--- src/hw/sdc_defines.svh ---
`ifndef SDC_DEFINES_SVH
`define SDC_DEFINES_SVH

// Frame lengths in bits for address-free and addressed frames
`define SDC_LEN_CTRL 6'h08
`define SDC_LEN_HOLD 6'h10
`define SDC_LEN_FB 6'h18
`define SDC_LEN_ADDR 6'h20
`define SDC_LEN_MAX 6'h21

// Address field of an addressed frame and register addresses
`define SDC_ADDR_MSB 27
`define SDC_ADDR_LSB 24
`define SDC_ADDR_MAIN_REF 4'h2
`define SDC_ADDR_FB 4'h3
`define SDC_ADDR_SEC_FB 4'h4
`define SDC_ADDR_SEC_REF 4'h5

// Settings decoded from control bits
`define SDC_WIN_SHORT 8'h20
`define SDC_WIN_LONG 8'h80
`define SDC_CUR_LOW_RATIO 4'h4
`define SDC_CUR_HIGH_RATIO 4'h8
`define SDC_AUX_8 8'h10
`define SDC_AUX_10 8'h14
`define SDC_AUX_12P5 8'h19
`define SDC_AUX_CODE_DEFAULT 2'h0
`define SDC_SWITCH_BASE 8'h10

// Reset values
`define SDC_RST_WORD16 16'h0000
`define SDC_RST_WORD24 24'h000000
`define SDC_RST_DET_CODE 3'h0

`endif

--- src/hw/sdc_pkg.sv ---
package sdc_pkg;
  `include "sdc_defines.svh"

  // One completed serial frame, last bit received in bits[0]
  typedef struct packed {
    logic [5:0] nbits;
    logic [31:0] bits;
  } sdc_frame_t;

  // Main feedback control word, MSB first
  typedef struct packed {
    logic polarity_bit;
    logic win_sel;
    logic [2:0] det_code;
    logic cur_sel;
    logic [17:0] ratio;
  } sdc_fb_word_t;

  // Secondary reference control word
  typedef struct packed {
    logic [7:0] control;
    logic [15:0] ratio_halves;
  } sdc_sec_ref_t;

  typedef enum logic [2:0] {
    SDC_DET_FLOAT = 3'b000,
    SDC_DET_LOW = 3'b001,
    SDC_DET_HIGH = 3'b010,
    SDC_DET_BOTH = 3'b011,
    SDC_DET_TIMED = 3'b100
  } sdc_det_state_t;
endpackage : sdc_pkg

--- src/hw/sdc_regs.sv ---
`timescale 1ns/1ps
module sdc_regs
  import sdc_pkg::*;
(
  // Clock and reset
  input wire logic ref_clk,
  input wire logic rst,
  // Serial port pins
  input wire logic serial_clk,
  input wire logic serial_data,
  input wire logic serial_enable_n,
  // Device pins and on-chip events, asynchronous to ref_clk
  input wire logic mode_pin,
  input wire logic aux_set_low,
  input wire logic main_compare_frequency,
  // Active divider codes
  output logic [15:0] main_ref_halves,
  output logic [17:0] main_fb_ratio,
  output logic [15:0] sec_fb_eighths,
  output logic [15:0] sec_ref_halves,
  output logic [7:0] sec_ref_control,
  // Decoded settings
  output logic [3:0] current_ratio,
  output logic [7:0] lock_window_periods,
  output logic [7:0] aux_ratio_halves,
  output logic divided_ref_is_input,
  // Detector output enables
  output logic detector_high_current_en,
  output logic detector_low_current_en,
  // Status
  output logic fb_transfer_pulse,
  output logic fb_bit23_fault,
  output logic frame_error
);
  sdc_frame_t frame;
  logic frame_valid;

  sdc_serial_rx u_rx (
    .ref_clk(ref_clk),
    .rst(rst),
    .serial_clk(serial_clk),
    .serial_data(serial_data),
    .serial_enable_n(serial_enable_n),
    .frame(frame),
    .frame_valid(frame_valid)
  );

  // Pin synchronisers
  logic [1:0] mode_sync_reg;
  logic [1:0] aux_sync_reg;
  logic [2:0] cmp_sync_reg;
  logic mode_hi;
  logic aux_low_set;
  logic compare_tick;

  always_ff @(posedge ref_clk) begin
    if (rst) begin
      mode_sync_reg <= 2'h0;
      aux_sync_reg <= 2'h0;
      cmp_sync_reg <= 3'h0;
    end else begin
      mode_sync_reg <= {mode_sync_reg[0], mode_pin};
      aux_sync_reg <= {aux_sync_reg[0], aux_set_low};
      cmp_sync_reg <= {cmp_sync_reg[1:0], main_compare_frequency};
    end
  end

  assign mode_hi = mode_sync_reg[1];
  assign aux_low_set = aux_sync_reg[1];
  assign compare_tick = cmp_sync_reg[1] & ~cmp_sync_reg[2];

  // Frame decode
  logic wr_main_ref;
  logic wr_fb;
  logic wr_sec_fb;
  logic wr_sec_ref;
  logic wr_none;
  logic [23:0] wr_data;
  logic [3:0] wr_addr;

  always_comb begin
    wr_main_ref = 1'b0;
    wr_fb = 1'b0;
    wr_sec_fb = 1'b0;
    wr_sec_ref = 1'b0;
    wr_none = 1'b0;
    wr_data = frame.bits[23:0];
    wr_addr = frame.bits[`SDC_ADDR_MSB:`SDC_ADDR_LSB];
    if (frame_valid) begin
      unique case (frame.nbits)
        // The control register lies outside this block
        `SDC_LEN_CTRL: wr_none = 1'b0;
        `SDC_LEN_HOLD: wr_main_ref = 1'b1;
        `SDC_LEN_FB: wr_fb = 1'b1;
        `SDC_LEN_ADDR: begin
          unique case (wr_addr)
            `SDC_ADDR_MAIN_REF: wr_main_ref = 1'b1;
            `SDC_ADDR_FB: wr_fb = 1'b1;
            `SDC_ADDR_SEC_FB: wr_sec_fb = 1'b1;
            `SDC_ADDR_SEC_REF: wr_sec_ref = 1'b1;
            // Other addresses belong to registers kept elsewhere
            default: wr_none = 1'b0;
          endcase
        end
        default: wr_none = 1'b1;
      endcase
    end
  end

  // Holding registers
  logic [15:0] main_ref_hold_reg;
  logic [15:0] sec_fb_hold_reg;

  always_ff @(posedge ref_clk) begin
    if (rst) begin
      main_ref_hold_reg <= `SDC_RST_WORD16;
    end else if (wr_main_ref) begin
      main_ref_hold_reg <= wr_data[15:0];
    end
  end

  always_ff @(posedge ref_clk) begin
    if (rst) begin
      sec_fb_hold_reg <= `SDC_RST_WORD16;
    end else if (wr_sec_fb) begin
      sec_fb_hold_reg <= wr_data[15:0];
    end
  end

  // Double-buffer transfer; holding registers are only read, never cleared
  always_ff @(posedge ref_clk) begin
    if (rst) begin
      main_ref_halves <= `SDC_RST_WORD16;
      sec_fb_eighths <= `SDC_RST_WORD16;
      fb_transfer_pulse <= 1'b0;
    end else begin
      fb_transfer_pulse <= wr_fb;
      if (wr_fb) begin
        main_ref_halves <= main_ref_hold_reg;
        sec_fb_eighths <= sec_fb_hold_reg;
      end
    end
  end

  // Main feedback word
  sdc_fb_word_t fb_word;
  sdc_fb_word_t fb_reg;

  assign fb_word = sdc_fb_word_t'(wr_data);

  always_ff @(posedge ref_clk) begin
    if (rst) begin
      fb_reg <= sdc_fb_word_t'(`SDC_RST_WORD24);
    end else if (wr_fb) begin
      fb_reg <= fb_word;
    end
  end

  always_ff @(posedge ref_clk) begin
    if (rst) begin
      main_fb_ratio <= 18'h0;
    end else if (wr_fb) begin
      main_fb_ratio <= fb_word.ratio;
    end
  end

  // Warns software that mode-high use needs the polarity bit written as 1
  always_ff @(posedge ref_clk) begin
    if (rst) begin
      fb_bit23_fault <= 1'b0;
    end else if (wr_fb) begin
      fb_bit23_fault <= mode_hi & ~fb_word.polarity_bit;
    end
  end

  always_ff @(posedge ref_clk) begin
    if (rst) begin
      frame_error <= 1'b0;
    end else if (frame_valid) begin
      frame_error <= wr_none;
    end
  end

  // Decoded analog settings
  always_ff @(posedge ref_clk) begin
    if (rst) begin
      lock_window_periods <= `SDC_WIN_SHORT;
      current_ratio <= `SDC_CUR_LOW_RATIO;
    end else begin
      lock_window_periods <= fb_reg.win_sel ? `SDC_WIN_LONG
                                            : `SDC_WIN_SHORT;
      current_ratio <= fb_reg.cur_sel ? `SDC_CUR_HIGH_RATIO
                                      : `SDC_CUR_LOW_RATIO;
    end
  end

  // Secondary reference register
  sdc_sec_ref_t sec_ref_reg;

  always_ff @(posedge ref_clk) begin
    if (rst) begin
      sec_ref_reg <= sdc_sec_ref_t'(`SDC_RST_WORD24);
    end else if (wr_sec_ref) begin
      sec_ref_reg <= sdc_sec_ref_t'(wr_data);
    end
  end

  // With mode low the low bits are an auxiliary code, not a ratio
  always_ff @(posedge ref_clk) begin
    if (rst) begin
      sec_ref_halves <= `SDC_RST_WORD16;
      sec_ref_control <= 8'h0;
      divided_ref_is_input <= 1'b0;
    end else begin
      sec_ref_halves <= mode_hi ? sec_ref_reg.ratio_halves
                                : `SDC_RST_WORD16;
      sec_ref_control <= sec_ref_reg.control;
      divided_ref_is_input <= mode_hi;
    end
  end

  function automatic logic [7:0] aux_ratio(input logic [1:0] code,
                                           input logic low_set);
    logic [7:0] r;
    if (low_set) begin
      r = (code == `SDC_AUX_CODE_DEFAULT) ? `SDC_AUX_8 : `SDC_AUX_10;
    end else begin
      r = (code == `SDC_AUX_CODE_DEFAULT) ? `SDC_AUX_10 : `SDC_AUX_12P5;
    end
    return r;
  endfunction : aux_ratio

  always_ff @(posedge ref_clk) begin
    if (rst) begin
      aux_ratio_halves <= `SDC_AUX_10;
    end else if (mode_hi) begin
      aux_ratio_halves <= 8'h0;
    end else begin
      aux_ratio_halves <= aux_ratio(sec_ref_reg.ratio_halves[1:0],
                                    aux_low_set);
    end
  end

  // Detector output control
  logic timer_start;
  logic [7:0] timer_len;
  logic timer_running;

  // Length is the base of 16 compare ticks, shifted left by the two low code bits
  assign timer_start = wr_fb & fb_word.det_code[2];
  assign timer_len = `SDC_SWITCH_BASE << fb_word.det_code[1:0];

  sdc_switch_timer #(
    .CNT_W(8)
  ) u_timer (
    .ref_clk(ref_clk),
    .rst(rst),
    .start(timer_start),
    .length(timer_len),
    .compare_tick(compare_tick),
    .running(timer_running)
  );

  sdc_det_state_t det_state;

  // Power-up floats both outputs until a feedback write arrives
  always_ff @(posedge ref_clk) begin
    if (rst) begin
      det_state <= SDC_DET_FLOAT;
    end else if (wr_fb) begin
      if (fb_word.det_code[2]) begin
        det_state <= SDC_DET_TIMED;
      end else begin
        det_state <= sdc_det_state_t'(fb_word.det_code);
      end
    end else if (det_state == SDC_DET_TIMED && !timer_running) begin
      det_state <= SDC_DET_LOW;
    end
  end

  always_ff @(posedge ref_clk) begin
    if (rst) begin
      detector_high_current_en <= 1'b0;
      detector_low_current_en <= 1'b0;
    end else begin
      unique case (det_state)
        SDC_DET_FLOAT: begin
          detector_high_current_en <= 1'b0;
          detector_low_current_en <= 1'b0;
        end
        SDC_DET_LOW: begin
          detector_high_current_en <= 1'b0;
          detector_low_current_en <= 1'b1;
        end
        SDC_DET_HIGH: begin
          detector_high_current_en <= 1'b1;
          detector_low_current_en <= 1'b0;
        end
        SDC_DET_BOTH: begin
          detector_high_current_en <= 1'b1;
          detector_low_current_en <= 1'b1;
        end
        SDC_DET_TIMED: begin
          detector_high_current_en <= 1'b1;
          detector_low_current_en <= 1'b0;
        end
        default: begin
          detector_high_current_en <= 1'b0;
          detector_low_current_en <= 1'b0;
        end
      endcase
    end
  end
endmodule : sdc_regs

--- src/hw/sdc_serial_rx.sv ---
`timescale 1ns/1ps
module sdc_serial_rx
  import sdc_pkg::*;
(
  // Clock and reset
  input wire logic ref_clk,
  input wire logic rst,
  // Serial pins
  input wire logic serial_clk,
  input wire logic serial_data,
  input wire logic serial_enable_n,
  // Completed frame
  output sdc_frame_t frame,
  output logic frame_valid
);
  logic [2:0] clk_sync_reg;
  logic [1:0] data_sync_reg;
  logic [2:0] en_sync_reg;
  logic [31:0] shift_reg;
  logic [5:0] count_reg;
  logic clk_rise;
  logic frame_end;

  always_ff @(posedge ref_clk) begin
    if (rst) begin
      clk_sync_reg <= 3'h0;
      data_sync_reg <= 2'h0;
      en_sync_reg <= 3'h7;
    end else begin
      clk_sync_reg <= {clk_sync_reg[1:0], serial_clk};
      data_sync_reg <= {data_sync_reg[0], serial_data};
      en_sync_reg <= {en_sync_reg[1:0], serial_enable_n};
    end
  end

  // Data sync is one stage shorter than the clock edge detect path
  assign clk_rise = clk_sync_reg[1] & ~clk_sync_reg[2];
  assign frame_end = en_sync_reg[1] & ~en_sync_reg[2];

  always_ff @(posedge ref_clk) begin
    if (rst) begin
      shift_reg <= 32'h0;
      count_reg <= 6'h0;
    end else if (en_sync_reg[1]) begin
      count_reg <= 6'h0;
    end else if (clk_rise) begin
      shift_reg <= {shift_reg[30:0], data_sync_reg[1]};
      // Overlong frames saturate and are later refused
      if (count_reg != `SDC_LEN_MAX) begin
        count_reg <= count_reg + 6'h01;
      end
    end
  end

  always_ff @(posedge ref_clk) begin
    if (rst) begin
      frame <= '0;
      frame_valid <= 1'b0;
    end else begin
      frame_valid <= frame_end;
      if (frame_end) begin
        frame.nbits <= count_reg;
        frame.bits <= shift_reg;
      end
    end
  end
endmodule : sdc_serial_rx

--- src/hw/sdc_switch_timer.sv ---
`timescale 1ns/1ps
module sdc_switch_timer
  import sdc_pkg::*;
#(
  parameter int CNT_W = 8
) (
  // Clock and reset
  input wire logic ref_clk,
  input wire logic rst,
  // Control
  input wire logic start,
  input wire logic [CNT_W-1:0] length,
  input wire logic compare_tick,
  // Status
  output logic running
);
  logic [CNT_W-1:0] count_reg;

  always_ff @(posedge ref_clk) begin
    if (rst) begin
      count_reg <= '0;
      running <= 1'b0;
    end else if (start) begin
      count_reg <= length;
      running <= 1'b1;
    end else if (running && compare_tick) begin
      count_reg <= count_reg - 1'b1;
      if (count_reg == {{(CNT_W-1){1'b0}}, 1'b1}) begin
        running <= 1'b0;
      end
    end
  end
endmodule : sdc_switch_timer

--- config.mk ---
export PLATFORM = sky130hd
export DESIGN_NAME = sdc_regs
export DESIGN_NICKNAME = d
export VERILOG_FILES = /design/src/hw/sdc_pkg.sv /design/src/hw/sdc_regs.sv /design/src/hw/sdc_serial_rx.sv /design/src/hw/sdc_switch_timer.sv
export VERILOG_INCLUDE_DIRS = /design/src /design/src/hw
export SDC_FILE = /design/constraint.sdc
export NUM_CORES = 1
export LEC_CHECK = 0
export BUFFER_PORTS_ARGS = -buffer_cell sky130_fd_sc_hd__buf_2
export CAP_MARGIN = 10
export CORE_ASPECT_RATIO = 1.75
export CORE_MARGIN = 8
export CORE_UTILIZATION = 40
export CTS_BUF_LIST = sky130_fd_sc_hd__clkbuf_16
export DETAILED_ROUTE_END_ITERATION = 6
export PLACE_DENSITY = 0.63
export SYNTH_ARGS = -nofsm -noshare
export SYNTH_HDL_FRONTEND = slang
export SYNTH_SLANG_ARGS = --single-unit
--- constraint.sdc ---
create_clock -name ref_clk -period 2.3 [get_ports ref_clk]
set_input_delay 0.46 -clock ref_clk [delete_from_list [all_inputs] [get_ports ref_clk]]
set_output_delay 0.46 -clock ref_clk [all_outputs]
set_load 0.1 [all_outputs]
# --- Yosys cells after proc, flatten, opt, wreduce, memory -nomap -nowiden ---
# Index checks and enable logic that the tools add are counted.
# Widths: inputs -> output; s select.
totals:
  reg_bits: 254
  latch_bits: 0
  ram_bits: 0
  romBits: 0
  in_bits: 8
  output_inout_bits: 100
  memories: 0
classes:
  addsub: 2
  n_mul: 0
  div: 0
  n_lt_le_gt_ge: 0
  eq_ne: 14
  shifts: 1
  n_mux: 29
  bitwise: 11
  reduce_logical: 16
ops:
  columns: ["cell", "n"]
  rows:
  - ["$mux 8", 3]
  - ["$mux 1", 16]
  - ["$eq 6x5->1 const B", 2]
  - ["$mux 3", 4]
  - ["$mux 4", 3]
  - ["$eq 4x2->1 const B", 2]
  - ["$eq 4x3->1 const B", 2]
  - ["$eq 8x1->1 const B", 1]
  - ["$reduce_or 2->1", 4]
  - ["$shl 5x2->8 const A", 1]
  - ["$sub 8x1->8 const B", 1]
  - ["$add 6x1->6 const B", 1]
  - ["$eq 3x2->1 const B", 2]
  - ["$eq 6x4->1 const B", 1]
  - ["$eq 6x6->1 const B", 1]
  - ["$ne 6x6->1 const B", 1]
  - ["$not 1->1", 6]
  - ["$reduce_and 2->1", 3]
  - ["$reduce_bool 2->1", 3]
  - ["$and 1x1->1", 5]
  - ["$mux 5", 1]
  - ["$pmux 1 s2", 2]
  - ["$reduce_or 4->1", 1]
  - ["$eq 3x1->1 const B", 1]
  - ["5 further kinds", 6]

# --- Depth between registers and ports, before layout ---
depth:
  ltp_word: 7
  ltp_mapped: 7

# --- By module ---
# Synthesis repeated with hierarchy kept, for this count alone.
unflattened:
  hier_cells: 1040
  area_unflattened_um2: 9451.6
modules_own_cells:
  columns: ["mod", "instances", "cells_each", "area_each_um2", "seq_area_each_um2"]
  rows:
  - ["sdc_regs", 1, 618, 5884.4, 3103.0]
  - ["sdc_serial_rx", 1, 363, 3057.9, 1701.6]
  - ["sdc_switch_timer", 1, 59, 509.2, 180.2]

# --- Worst setup path after synthesis ---
# OpenSTA, ideal clock, no wires.
synth_path:
  path_type: "reg2reg"
  startpoint: "register, netlist name u_rx.frame[32]"
  endpoint: "register sec_fb_hold_reg[10]"
  setup_ns: 0.128
  t_arrival_ns: 1.747
  t_required_ns: 2.172
  path_slack_ns: 0.425
  stages_incl_launch_ff: 8
  n_path_buf: 3
  period_less_slack_ns: 1.875
  cell_sequence: "dfxtp_1 > or4b_4 > buf_6 > nor4b_4 > buf_6 > buf_12 > mux2i_1 > nor2_1"
synth_between:
  elab_chain_len: 3
synth_rtl:
  columns: ["item", "line", "rtl"]
  rows:
  - ["$eq 6x6->1", "sdc_regs.sv:90", "unique case (frame.nbits)"]
  - ["$mux 1", "sdc_regs.sv:90", null]
  - ["$mux 1", "sdc_regs.sv:89", "if (frame_valid) begin"]
  - ["end signal: assignment", "sdc_regs.sv:124", "sec_fb_hold_reg <= `SDC_RST_WORD16;"]
  - ["end signal: assignment", "sdc_regs.sv:126", "sec_fb_hold_reg <= wr_data[15:0];"]
  - ["end: declaration", "sdc_regs.sv:112", "logic [15:0] sec_fb_hold_reg;"]
# Every way passes these cells.
# A chain may end at the register's enable or synchronous reset.

# --- Worst setup path after layout ---
layout_path:
  startpoint: "register, netlist name u_rx.frame[35]"
  endpoint: "register sec_fb_hold_reg[7]"
layout_between:
  elab_chain_len: 3
layout_rtl:
  columns: ["item", "line"]
  rows:
  - ["$eq 6x6->1", "sdc_regs.sv:90"]
  - ["$mux 1", "sdc_regs.sv:90"]
  - ["$mux 1", "sdc_regs.sv:89"]
# Every way passes these cells.

==> reports/metrics.csv <==
stage;metric;value;unit
outcome;status;finished, final reports clean;
power_and_ir_drop;internal power;6.605;mW
route;via count;6732;
cts;clk_lat worst skew;0.51;ns
place;PortBufs;95;
cts;CTS clk-pin slew, worst paths;0.07;ns
worst_setup_path;Worst setup SP type;register;
final_layout;Synth-to-Final Area Change;16.76;%
power_and_ir_drop;Leakage;3.913;nW
logic_synthesis;most frequent cell after synthesis;dfxtp_1;
power_and_ir_drop;sw frac;21.32;%
logic_synthesis;compound-cell area share of the yosys netlist;14.07;%
logic_synthesis;post-synthesis mux area share;4.572;%
logic_synthesis;Synth Area in XOR/XNOR;0.9001;%
timing;worst-margin pin slew;0.7367;ns
floorplanning;Die Ht;211.7;µm
floorplanning;Rows;71;
worst_setup_path;Critical Setup Path Class;reg2reg;
power_and_ir_drop;sw power;1.790;mW
final_layout;fill count;2102;
route;Avg WL per Cell;15.65;µm
logic_synthesis;Post-synth EDFFs;0;
place;DP Cell Count;1295;
cts;CTS H-tree lvls;1;
logic_synthesis;Synth Flop Type;dfxtp_1;
floorplanning;die width;127.9;µm
timing;# setup viols final;0;
power_and_ir_drop;Reg power frac;49.9;%
timing;Slew Limit Headroom;50.89;%
floorplanning;Initial Util;40.73;%
power_and_ir_drop;Comb power frac;2.7;%
timing;Slew Viols, Final;0;
grt;GR Util met3;2.469;%
grt;first-pass GRT wire length;33890;µm
cts;Root Driver;clkbuf_16;
timing;RSZ-0062 raised after global routing;no;
worst_setup_path;WP data required;2.68;ns
cts;Clock Tree Buf Depth;3;
cts;post-cts resize count;0;
logic_synthesis;post-synth top area share;55.09;%
route;DRT Pass-1 Iters;5;
grt;GR Util met1;15.77;%
cts;Num Clock Sinks;241;
worst_setup_path;worst-path fanout max;16;
logic_synthesis;#FFs+latches synth;241;
logic_synthesis;Post-synth ARST share;0;%
logic_synthesis;Post-Synth Adder-Cell Area;0.7144;%
route;First DRT Iteration DRCs;485;
timing;fin crit period;1.954;ns
grt;GR Util met2;29.74;%
logic_synthesis;Seq/Total Area, Yosys;55.09;%
logic_synthesis;average size of a mapped cell;9.056;µm²
grt;most used routing layer;met2;
route;vias per cell;5.043;
final_layout;Layout Nets;1040;
grt;largest net degree at the start of global routing;114;
floorplanning;floorplan core area;21500;µm²
cts;number of CTS-inserted buffers;22;
timing;Tcrit/Tclk final;84.97;%
final_layout;layout cell share with drive strength beyond 1;16.01;%
logic_synthesis;synth top area cells;dfxtp_1 (55%), a21oi_1 (8.0%), nand2_1 (5.5%), mux2i_1 (4.6%), nand3_1 (4.1%);
worst_setup_path;Critical Path AT;2.33;ns
power_and_ir_drop;Power Density;821.0;nW/µm²
cts;postcts setup bufs;0;
logic_synthesis;yosys warns;0;
floorplanning;die area;27070;µm²
place;Final HPWL DP;13740;µm
grt;vias in the first global route;6570;
route;final routed DRC violation total;0;
route;drt total wl;20890;µm
grt;gr usage total;15.42;%
route;post-route ant nets;0;
logic_synthesis;mapped cell area;8757;µm²
grt;global route overflow;0;
final_layout;max reg flops;34;
logic_synthesis;Post-Synthesis Cells;967;
worst_hold_path;hold crit path type;in2reg;
power_and_ir_drop;clock power share;47.4;%
final_layout;Post-Layout Cell Count;1335;
logic_synthesis;number of distinct library cells after synthesis;51;
final_layout;n_diodes;0;
timing;Worst Skew;0.01826;ns
timing;Peak Freq;0.5117;GHz
floorplanning;I/O Pins;108;
flow_run;Max-Cap Viols;0;
power_and_ir_drop;VDD IR-drop max;0.0003953;V
timing;Post-Route Setup TNS;0;ns
grt;initial antenna violation count;0;
place;gpl congestion;0.7997;
logic_synthesis;post-synthesis simple-gate area fraction;19.03;%
cts;cts hold-fix bufs;0;
logic_synthesis;Synth area leader;dfxtp_1;
logic_synthesis;Synth top cells by count;dfxtp_1 (241), a21oi_1 (140), nand2_1 (128);
logic_synthesis;combinational family with the most area after synthesis;simple AND/OR/NAND/NOR gates;
timing;Final Hold Viols;0;
worst_setup_path;CP endpoint kind;register;
cts;CTS tree;done;
-- metal layers --
metal / up-vias / wire length [µm]
met5: - / 0
met2: 133 / 11490
li1: 3373 / -
met1: 3189 / 7741
met4: 0 / 764
met3: 37 / 898
-- metrics by stage --
stage / total power, mW / setup slack [ns] / hold slack [ns] / instance area, µm² / utilization [%]
after floorplan: 4.488 / 0.4253 / 0.3895 / 8798 / -
after global placement: 4.513 / 0.4158 / 0.4009 / 9428 / 43.85
after detailed placement: 4.512 / 0.3528 / 0.3986 / 9428 / 43.85
after CTS: 8.491 / 0.3540 / 0.1309 / 10220 / 47.56
after global routing: 8.669 / 0.2081 / 0.1431 / 10220 / 47.56
final: 8.395 / 0.3456 / 0.1455 / 10220 / 47.56
-- power groups by stage --
stage	registers (mW)	clock network, mW	logic (mW)
after global routing	4.19	4.24	0.241
final	4.19	3.98	0.225
after detailed placement	4.29	0	0.227
after global placement	4.29	0	0.227
after floorplan	4.30	0	0.188
after CTS	4.19	4.07	0.227
-- placed cells by master (no fill, tap or decap), types with 8 or more instances in the layout --
master / instances
nor2_1: 54
clkinv_2: 8
buf_2: 94
nand3_1: 71
nand2_1: 128
clkbuf_16: 23
mux2i_1: 40
inv_1: 12
o21ai_1: 70
buf_4: 13
conb_1: 12
nor2b_1: 26
dfxtp_1: 241
and2_1: 16
a21oi_1: 140
nor3_1: 9
-- kinds of logic after synthesis --
kind of cell / count (synthesis)
AOI/OAI and AO/OA: 229
xor gates and xnor gates: 9
adders and majority gates: 5
buffers and inverters: 99
DFF: 241
muxes: 40
other: 1
and+or+nand+nor: 343
-- critical path, stage by stage, from the launching register on --
cell and delay [ns]:
dfxtp_1 0.44, or4b_4 0.62, nor4b_4 0.29, buf_12 0.21, mux2i_1 0.21, nor2_1 0.06
-- path summary, 6_finish.rpt --
check / from / endpoint / slack, ns / cells after the start
setup reg to reg: u_rx.frame[35] / sec_fb_hold_reg[7] / 0.35 / 5
hold reg to reg: u_rx.en_sync_reg[0] / u_rx.en_sync_reg[1] / 0.41 / 1
hold / removal: serial_enable_n / u_rx.en_sync_reg[0] / 0.15 / 2
setup / recovery: u_rx.frame[35] / sec_fb_hold_reg[7] / 0.35 / 5
-- cell type report --
type,count,area [µm²],area share (%)
multi-input cells,638,3517,34.40
well taps,292,365.4,3.573
inverters,11,41.29,0.4038
clock buffers,23,575.6,5.629
repair buffers,113,679.4,6.645
clock inverters,17,221.5,2.166
flip-flops and latches,241,4825,47.19
Note: power is estimated with default switching activity, not from simulation.
